$ cat src/hdl/dbsc_pkg.sv
// Shared constants and types for the DDR2 bank-state command legality ends
package dbsc_pkg;
   localparam int NUM_BANKS = 8;
   localparam int BA_W = 3;
   localparam int CNT_W = 8;
   // Command pin levels {cs_n, ras_n, cas_n, we_n}
   localparam logic [3:0] PIN_NOP = 4'h7;
   localparam logic [3:0] PIN_ACT = 4'h3;
   localparam logic [3:0] PIN_RD = 4'h5;
   localparam logic [3:0] PIN_WR = 4'h4;
   localparam logic [3:0] PIN_PRE = 4'h2;
   localparam logic [3:0] PIN_REF = 4'h1;
   localparam logic [3:0] PIN_LMR = 4'h0;
   localparam logic [3:0] PIN_DESEL = 4'h8;
   // Timing in ns, cycle counts derived at the 100 ns clock (least times round up)
   localparam int CLK_NS = 100;
   localparam int T_RP_NS = 15;
   localparam int T_RCD_NS = 15;
   localparam int T_RFC_NS = 128;
   localparam int T_MRD_NS = 200;
   localparam int BURST_CYC = 2;
   function automatic int ns2cyc(input int ns);
      int c;
      c = (ns + CLK_NS - 1) / CLK_NS;
      return (c < 1) ? 1 : c;
   endfunction
   localparam logic [7:0] RP_CYC = 8'(ns2cyc(T_RP_NS));
   localparam logic [7:0] RCD_CYC = 8'(ns2cyc(T_RCD_NS));
   localparam logic [7:0] RFC_CYC = 8'(ns2cyc(T_RFC_NS));
   localparam logic [7:0] MRD_CYC = 8'(ns2cyc(T_MRD_NS));
   localparam logic [7:0] BST_CYC = 8'(BURST_CYC);
   typedef enum logic [3:0] {
      CMD_NONE, CMD_ACT, CMD_RD, CMD_RDA, CMD_WR, CMD_WRA,
      CMD_PRE, CMD_PREA, CMD_REF, CMD_LMR, CMD_BAD
   } dbsc_cmd_t;
   typedef enum logic [3:0] {
      BS_IDLE, BS_PRECHG, BS_ACTIVATING, BS_ACTIVE, BS_READ, BS_WRITE,
      BS_READ_AP, BS_WRITE_AP
   } dbsc_bank_t;
   // Decode the sampled pins; cke low or odd levels yield CMD_BAD/NONE
   function automatic dbsc_cmd_t decode(input logic cke, input logic [3:0] pins,
                                        input logic a10);
      if (pins[3] || pins == PIN_NOP) return CMD_NONE;
      if (!cke) return CMD_BAD;
      case (pins)
         PIN_ACT: return CMD_ACT;
         PIN_RD: return a10 ? CMD_RDA : CMD_RD;
         PIN_WR: return a10 ? CMD_WRA : CMD_WR;
         PIN_PRE: return a10 ? CMD_PREA : CMD_PRE;
         PIN_REF: return CMD_REF;
         PIN_LMR: return CMD_LMR;
         default: return CMD_BAD;
      endcase
   endfunction
endpackage

$ cat src/hdl/dbsc_cmd_if.sv
// Command pins shared by the controller end and the memory end
`timescale 1ns/1ps
interface dbsc_cmd_if;
   logic cke;
   logic cs_n;
   logic ras_n;
   logic cas_n;
   logic we_n;
   logic a10;
   logic [dbsc_pkg::BA_W-1:0] ba;
   modport ctrl (output cke, cs_n, ras_n, cas_n, we_n, a10, ba);
   modport mem (input cke, cs_n, ras_n, cas_n, we_n, a10, ba);
endinterface

$ cat src/hdl/dbsc_bank_fsm.sv
// One bank's state register and timing down-counter
`timescale 1ns/1ps
module dbsc_bank_fsm (
   // Clock and reset
   input wire logic i_clk_sys,
   input wire logic i_rst_n,
   input wire logic i_ce,
   // Command aimed at this bank
   input wire logic i_hit,
   input wire dbsc_pkg::dbsc_cmd_t i_cmd,
   // State
   output dbsc_pkg::dbsc_bank_t o_state,
   output logic o_busy
);
   dbsc_pkg::dbsc_bank_t state_ff;
   logic [dbsc_pkg::CNT_W-1:0] cnt_ff;

   assign o_state = state_ff;
   assign o_busy = (cnt_ff != '0);

   always_ff @(posedge i_clk_sys or negedge i_rst_n) begin
      if (!i_rst_n) begin
         state_ff <= dbsc_pkg::BS_IDLE;
         cnt_ff <= '0;
      end else if (i_ce) begin
         if (i_hit) begin
            case (i_cmd)
               dbsc_pkg::CMD_ACT: begin
                  state_ff <= dbsc_pkg::BS_ACTIVATING;
                  cnt_ff <= dbsc_pkg::RCD_CYC;
               end
               dbsc_pkg::CMD_PRE, dbsc_pkg::CMD_PREA: begin
                  state_ff <= dbsc_pkg::BS_PRECHG;
                  cnt_ff <= dbsc_pkg::RP_CYC;
               end
               dbsc_pkg::CMD_RD: begin
                  state_ff <= dbsc_pkg::BS_READ;
                  cnt_ff <= dbsc_pkg::BST_CYC;
               end
               dbsc_pkg::CMD_WR: begin
                  state_ff <= dbsc_pkg::BS_WRITE;
                  cnt_ff <= dbsc_pkg::BST_CYC;
               end
               // Burst plus the auto precharge period, both timed here
               dbsc_pkg::CMD_RDA: begin
                  state_ff <= dbsc_pkg::BS_READ_AP;
                  cnt_ff <= 8'(dbsc_pkg::BST_CYC + dbsc_pkg::RP_CYC);
               end
               dbsc_pkg::CMD_WRA: begin
                  state_ff <= dbsc_pkg::BS_WRITE_AP;
                  cnt_ff <= 8'(dbsc_pkg::BST_CYC + dbsc_pkg::RP_CYC);
               end
               default: begin
               end
            endcase
         end else begin
            if (cnt_ff != '0) begin
               cnt_ff <= cnt_ff - 8'h01;
            end
            // Leave the timed state on the edge the count runs out, not one later
            if (cnt_ff <= 8'h01) begin
               case (state_ff)
                  dbsc_pkg::BS_PRECHG, dbsc_pkg::BS_READ_AP, dbsc_pkg::BS_WRITE_AP:
                     state_ff <= dbsc_pkg::BS_IDLE;
                  dbsc_pkg::BS_ACTIVATING, dbsc_pkg::BS_READ, dbsc_pkg::BS_WRITE:
                     state_ff <= dbsc_pkg::BS_ACTIVE;
                  default: state_ff <= state_ff;
               endcase
            end
         end
      end
   end
endmodule

$ cat src/hdl/dbsc_ctrl_end.sv
// Controller end: holds user requests until the target bank can legally take them
`timescale 1ns/1ps
module dbsc_ctrl_end #(
   parameter int NUM_BANKS = dbsc_pkg::NUM_BANKS
) (
   // Clock and reset
   input wire logic i_clk_sys,
   input wire logic i_rst_n,
   input wire logic i_ce,
   // User request
   input wire logic i_req_valid,
   input wire dbsc_pkg::dbsc_cmd_t i_req_cmd,
   input wire logic [dbsc_pkg::BA_W-1:0] i_req_bank,
   output logic o_req_ready,
   // Command pins
   dbsc_cmd_if.ctrl cmd
);
   initial begin
      if (NUM_BANKS != (1 << dbsc_pkg::BA_W)) $error("NUM_BANKS must match bank address width");
   end

   dbsc_pkg::dbsc_bank_t bank_st [NUM_BANKS];
   logic [NUM_BANKS-1:0] bank_busy;
   logic [NUM_BANKS-1:0] bank_hit;
   logic [NUM_BANKS-1:0] bank_idle;
   logic [NUM_BANKS-1:0] bank_burst;
   logic [dbsc_pkg::CNT_W-1:0] gcnt_ff;
   logic ok;
   logic issue;
   dbsc_pkg::dbsc_bank_t tgt;
   logic [3:0] pins_ff;
   logic a10_ff;
   logic [dbsc_pkg::BA_W-1:0] ba_ff;

   assign tgt = bank_st[i_req_bank];

   // Per-bank state mirror with tRP/tRCD counters
   genvar g;
   generate
      for (g = 0; g < NUM_BANKS; g++) begin : g_bank
         assign bank_hit[g] = issue && ((i_req_cmd == dbsc_pkg::CMD_PREA) ||
                                        (int'(i_req_bank) == g));
         assign bank_burst[g] = (bank_st[g] == dbsc_pkg::BS_READ) ||
                                (bank_st[g] == dbsc_pkg::BS_WRITE);
         assign bank_idle[g] = (bank_st[g] == dbsc_pkg::BS_IDLE) && !bank_busy[g];
         dbsc_bank_fsm u_bank (
            .i_clk_sys(i_clk_sys),
            .i_rst_n(i_rst_n),
            .i_ce(i_ce),
            .i_hit(bank_hit[g]),
            .i_cmd(i_req_cmd),
            .o_state(bank_st[g]),
            .o_busy(bank_busy[g])
         );
      end
   endgenerate

   always_comb begin
      ok = 1'b0;
      if (gcnt_ff == '0) begin
         case (i_req_cmd)
            dbsc_pkg::CMD_ACT: ok = bank_idle[i_req_bank];
            dbsc_pkg::CMD_RD, dbsc_pkg::CMD_RDA:
               ok = !bank_busy[i_req_bank] && (tgt == dbsc_pkg::BS_ACTIVE ||
                    tgt == dbsc_pkg::BS_READ || tgt == dbsc_pkg::BS_WRITE);
            dbsc_pkg::CMD_WR, dbsc_pkg::CMD_WRA:
               ok = !bank_busy[i_req_bank] && (tgt == dbsc_pkg::BS_ACTIVE ||
                    tgt == dbsc_pkg::BS_WRITE);
            dbsc_pkg::CMD_PRE:
               ok = !bank_busy[i_req_bank] || tgt == dbsc_pkg::BS_READ ||
                    tgt == dbsc_pkg::BS_WRITE;
            dbsc_pkg::CMD_PREA: ok = !(|(bank_busy & ~bank_burst));
            dbsc_pkg::CMD_REF, dbsc_pkg::CMD_LMR: ok = &bank_idle;
            default: ok = 1'b0;
         endcase
      end
   end
   assign o_req_ready = ok && i_ce;
   assign issue = i_req_valid && o_req_ready;

   always_ff @(posedge i_clk_sys or negedge i_rst_n) begin
      if (!i_rst_n) begin
         gcnt_ff <= '0;
      end else if (i_ce) begin
         if (issue && i_req_cmd == dbsc_pkg::CMD_REF) begin
            gcnt_ff <= dbsc_pkg::RFC_CYC;
         end else if (issue && i_req_cmd == dbsc_pkg::CMD_LMR) begin
            gcnt_ff <= dbsc_pkg::MRD_CYC;
         end else if (gcnt_ff != '0) begin
            gcnt_ff <= gcnt_ff - 8'h01;
         end
      end
   end

   // Pins other than cke are registered; NOP is driven in every i_ce cycle where nothing is issued, else pins hold
   always_ff @(posedge i_clk_sys or negedge i_rst_n) begin
      if (!i_rst_n) begin
         pins_ff <= dbsc_pkg::PIN_NOP;
         a10_ff <= 1'b0;
         ba_ff <= '0;
      end else if (i_ce) begin
         ba_ff <= i_req_bank;
         a10_ff <= (i_req_cmd == dbsc_pkg::CMD_RDA) || (i_req_cmd == dbsc_pkg::CMD_WRA) ||
                   (i_req_cmd == dbsc_pkg::CMD_PREA);
         if (!issue) begin
            pins_ff <= dbsc_pkg::PIN_NOP;
         end else begin
            case (i_req_cmd)
               dbsc_pkg::CMD_ACT: pins_ff <= dbsc_pkg::PIN_ACT;
               dbsc_pkg::CMD_RD, dbsc_pkg::CMD_RDA: pins_ff <= dbsc_pkg::PIN_RD;
               dbsc_pkg::CMD_WR, dbsc_pkg::CMD_WRA: pins_ff <= dbsc_pkg::PIN_WR;
               dbsc_pkg::CMD_PRE, dbsc_pkg::CMD_PREA: pins_ff <= dbsc_pkg::PIN_PRE;
               dbsc_pkg::CMD_REF: pins_ff <= dbsc_pkg::PIN_REF;
               dbsc_pkg::CMD_LMR: pins_ff <= dbsc_pkg::PIN_LMR;
               default: pins_ff <= dbsc_pkg::PIN_NOP;
            endcase
         end
      end
   end

   assign cmd.cke = 1'b1;
   assign {cmd.cs_n, cmd.ras_n, cmd.cas_n, cmd.we_n} = pins_ff;
   assign cmd.a10 = a10_ff;
   assign cmd.ba = ba_ff;
endmodule

$ cat src/flat_wrapper.sv
// flat-port wrapper written by rule: the top's interface ports become plain ports
module dbsc_ctrl_end_flat 
#(
   parameter int NUM_BANKS = dbsc_pkg::NUM_BANKS
)
  (i_clk_sys, i_rst_n, i_ce, i_req_valid, i_req_cmd, i_req_bank, o_req_ready, cmd_cke, cmd_cs_n, cmd_ras_n, cmd_cas_n, cmd_we_n, cmd_a10, cmd_ba);
  dbsc_cmd_if cmd_i ();
  input wire logic i_clk_sys;
  input wire logic i_rst_n;
  input wire logic i_ce;
  input wire logic i_req_valid;
  input wire dbsc_pkg::dbsc_cmd_t i_req_cmd;
  input wire logic [dbsc_pkg::BA_W-1:0] i_req_bank;
  output logic o_req_ready;
  output wire logic [$bits(cmd_i.cke)-1:0] cmd_cke;
  output wire logic [$bits(cmd_i.cs_n)-1:0] cmd_cs_n;
  output wire logic [$bits(cmd_i.ras_n)-1:0] cmd_ras_n;
  output wire logic [$bits(cmd_i.cas_n)-1:0] cmd_cas_n;
  output wire logic [$bits(cmd_i.we_n)-1:0] cmd_we_n;
  output wire logic [$bits(cmd_i.a10)-1:0] cmd_a10;
  output wire logic [$bits(cmd_i.ba)-1:0] cmd_ba;
  assign cmd_cke = cmd_i.cke;
  assign cmd_cs_n = cmd_i.cs_n;
  assign cmd_ras_n = cmd_i.ras_n;
  assign cmd_cas_n = cmd_i.cas_n;
  assign cmd_we_n = cmd_i.we_n;
  assign cmd_a10 = cmd_i.a10;
  assign cmd_ba = cmd_i.ba;
  dbsc_ctrl_end #(.NUM_BANKS(NUM_BANKS)) u_core (.i_clk_sys(i_clk_sys), .i_rst_n(i_rst_n), .i_ce(i_ce), .i_req_valid(i_req_valid), .i_req_cmd(i_req_cmd), .i_req_bank(i_req_bank), .o_req_ready(o_req_ready), .cmd(cmd_i));
endmodule
$ cat config.mk
export PLATFORM = sky130hd
export DESIGN_NAME = dbsc_ctrl_end_flat
export DESIGN_NICKNAME = d
export VERILOG_FILES = /design/src/hdl/dbsc_pkg.sv /design/src/hdl/dbsc_cmd_if.sv /design/src/hdl/dbsc_bank_fsm.sv /design/src/hdl/dbsc_ctrl_end.sv /design/src/flat_wrapper.sv
export SDC_FILE = /design/constraint.sdc
export NUM_CORES = 1
export LEC_CHECK = 0
export ABC_CLOCK_PERIOD_IN_PS = 2900
export BUFFER_PORTS_ARGS = -buffer_cell sky130_fd_sc_hd__buf_2
export CORE_UTILIZATION = 40
export CTS_CLUSTER_DIAMETER = 30
export DETAILED_ROUTE_END_ITERATION = 10
export RECOVER_POWER = 100
export SYNTH_ARGS = -nofsm -noshare
export SYNTH_HDL_FRONTEND = slang
export SYNTH_SLANG_ARGS = --single-unit
$ cat constraint.sdc
create_clock -name i_clk_sys -period 2.9 [get_ports i_clk_sys]
set_input_delay 0.29 -clock i_clk_sys [delete_from_list [all_inputs] [get_ports i_clk_sys]]
set_output_delay 0.29 -clock i_clk_sys [all_outputs]
set_load 0.005 [all_outputs]
==> metrics.cfg <==
[placement]
place_hpwl_um = 14600
gp_congestion = 0.928
pre_cts_ws_ns = -0.229
io_buffers = 18

[clock_network]
ctsLongestPathBuffers = 2
root_buffer = clkbuf_16
clk_pin_slew_ns = 0.07
cts_tree = done
cts.sinks = 103
cts-buffers-inserted = 9
cts_max_level = 3
clk_latency_ns = 0.36

[global_routing]
grt_pass1_vias = 6237
grt_overflow_total = 0
grt_pass1_wl_um = 32000
grt_max_degree = 47
grt_usage = 0.228
grt_antenna_before_repair = 0

[job]
max_cap_violations = 0

[power_and_ir_drop]
peakVddDrop_v = 0.000301
total_leakage_power_uw = 0.00400
switching_share = 0.352
p_sw_uw = 1790
powerDensity_nw_per_um2 = 574
clkPwrFrac = 0.218
p_seq_frac = 0.419
p_int_uw = 3300
power_frac_comb = 0.364

[die]
io_pins = 21
die_x_um = 133
dieArea_um2 = 17600
core_area_um2 = 16600
die_h_um = 133
rows = 47
start_util = 0.411

[hold_path]
hp-class = in2reg

[timing]
relSlewSlack = 0.216
rsz0062_at_grt = yes
min_period_over_period = 1.03
hold_viol_final = 0
tightestPinTransition_ns = 1.18
min_period_ns = 3.00
skew_ns = 0.0107
fmax_mhz = 334
setup_ws_ns = -0.0966
final_max_slew_viol_count = 0
finalSetupViolations = 7

[status]
failed_checks = negative setup slack
status = complete, but fails checks

[logic_synthesis]
ys_types = 77
syn_area_per_cell_um2 = 8.64
syn_area_um2 = 6840
ys_seq_area_frac = 0.377
async_flop_share = 1.00
ys.flop_type = dfrtp_1
ys_warn_count = 0
syn_inst = 792
ys_ff_latch = 103
synth_edf_count = 0
synth_fp_nets = 821

[detailed_routing]
via_count = 6538
routed_via_density = 5.58
ant_nets = 0
drc = 0
drtPass1Iterations = 8
routedWlPerCell_um = 16.6
drt_iter0_drc = 447
totalWireLength_um = 19400

[worst_setup_path]
critPathLaunchType = flip-flop
critPathKind = reg2reg
critPathRequiredTime_ns = 3.14
cp.arrival_ns = 3.24
end_kind = flip-flop
crit_fanout = 8

[final_layout]
fin_nets = 976
layout_common_cells = 145 x buf_4, 100 x dfrtp_1, 76 x nor2_1
mostFrequentLayoutCell = buf_4
synthToLayoutAreaGrowth_pct = 29.6
drive_gt1_frac = 0.287
diodes = 0
final_util = 0.533

==> power groups by stage <==
stage	Sequential, µW	Clock [µW]	Combinational, µW
2_1_floorplan	2110	0	992
3_3_place_gp	2110	0	1730
3_5_place_dp	2110	0	1750
4_1_cts	2110	1150	1780
5_1_grt	2180	1190	2060
6_report	2130	1110	1850
==> state kept, by name, summed over array words and instances, names as in the netlist <==
signal and flops:
u_core.gcnt_ff 8, u_core.g_bank.u_bank.o_state 24, u_core.cmd.ba 3, u_core.pins_ff 3, u_core.cmd.a10 1, u_core.g_bank.u_bank.cnt_ff 64
==> routing by layer <==
| layer | GRT usage | share of wire | vias up |
|---|---|---|---|
| met1 | 0.336 | 0.49 | 3154 |
| met5 | 0 | 0 | - |
| met2 | 0.349 | 0.44 | 156 |
| met4 | 0.0524 | 0.015 | 0 |
| met3 | 0.0398 | 0.054 | 27 |
| li1 | - | - | 3201 |
==> cells by family (layout without fill, tap and decap cells) <==
| family | after synthesis | after routing | synth area share |
|---|---|---|---|
| AO/OA/AOI/OAI | 169 | 169 | 0.173 |
| flip-flops | 103 | 103 | 0.377 |
| multiplexers | 39 | 39 | 0.0708 |
| buffers and inverters | 83 | 243 | 0.0501 |
| XOR/XNOR | 25 | 25 | 0.0320 |
| adder cells (fa/ha/maj) | 19 | 19 | 0.0344 |
| AND/OR/NAND/NOR | 352 | 352 | 0.261 |
| other | 2 | 2 | 0.00110 |
==> path summary, 6_finish.rpt <==
kind                                               startpoint                            endpoint  slack [ns]  cells after the start
hold / removal                                   i_req_cmd[3]                   u_core.pins_ff[2]        0.32                      4
min in group asynchronous                             i_rst_n   u_core.g_bank[2].u_bank.cnt_ff[5]        0.70                      2
hold reg to reg                             u_core.gcnt_ff[6]                   u_core.gcnt_ff[6]        0.47                      1
max in group asynchronous                             i_rst_n  u_core.g_bank[7].u_bank.o_state[1]        0.80                      3
setup reg to reg           u_core.g_bank[7].u_bank.o_state[2]   u_core.g_bank[1].u_bank.cnt_ff[1]        -0.1                      9
setup / recovery           u_core.g_bank[7].u_bank.o_state[2]   u_core.g_bank[1].u_bank.cnt_ff[1]        -0.1                      9
==> critical path, cell delays in order (launching register included) <==
cell	delay [ns]
dfrtp_1	0.40
mux4_2	0.48
nand2_2	0.10
nand2_2	0.06
or4_4	0.43
a32oi_4	0.31
nor3_4	0.09
or4_4	0.60
nand2_2	0.11
mux2_4	0.30
==> per-stage QoR <==
| step | area (µm²) | TNS (ns) | hold slack [ns] | std cells | total power, µW |
|---|---|---|---|---|---|
| floorplan | 6870 | 0 | -0.00559 | 792 | 3100 |
| global placement | 8220 | -1.77 | 0.352 | 1147 | 3840 |
| detailed placement | 8220 | -4.17 | 0.353 | 1147 | 3860 |
| CTS | 8570 | -0.0488 | 0.300 | 1165 | 5040 |
| global route | 8860 | -3.41 | 0.340 | 1172 | 5430 |
| finish | 8860 | -0.335 | 0.316 | 1172 | 5090 |
==> what timing repair did <==
item                                    in CTS  in global routing
endpoints found under the setup margin      50                 66
hold buffers                                 1                  0
gates resized for setup                     18                 65
hold endpoints to repair                    43                  0
buffers inserted                             1                  7
pin swaps                                    3                 16
==> Yosys cell counts (7+ instances only) <==
| cell type | number | share of area |
|---|---|---|
| nand2b_1 | 14 | 0.013 |
| a21boi_0 | 8 | 0.0088 |
| o22ai_1 | 20 | 0.018 |
| inv_1 | 52 | 0.029 |
| clkbuf_1 | 19 | 0.010 |
| nor2b_1 | 7 | 0.0064 |
| a21oi_1 | 34 | 0.025 |
| mux2i_1 | 27 | 0.040 |
| xor2_1 | 20 | 0.026 |
| nand3_1 | 53 | 0.039 |
| dfrtp_1 | 100 | 0.37 |
| o211ai_1 | 8 | 0.0088 |
| o21ai_0 | 29 | 0.021 |
| nor2_1 | 78 | 0.043 |
| and2_1 | 9 | 0.0082 |
| or3_1 | 9 | 0.0082 |
| buf_2 | 7 | 0.0051 |
| nand2_1 | 82 | 0.045 |
| nor4_1 | 13 | 0.012 |
| ha_1 | 18 | 0.033 |
| nand4b_1 | 8 | 0.010 |
| o221a_2 | 8 | 0.013 |
| nand4_1 | 9 | 0.0082 |
| nor3_1 | 30 | 0.022 |
==> cell type report <==
class | instances | area (µm²)
Clock buffer | 11 | 233
Clock inverter | 5 | 25.0
Fill cell | 1547 | 7780
Inverter | 52 | 195
Multi-Input combinational cell | 606 | 4260
Sequential cell | 103 | 2580
Tap cell | 220 | 275
Timing Repair Buffer | 175 | 1290
Power figures use the tool's default switching activity.
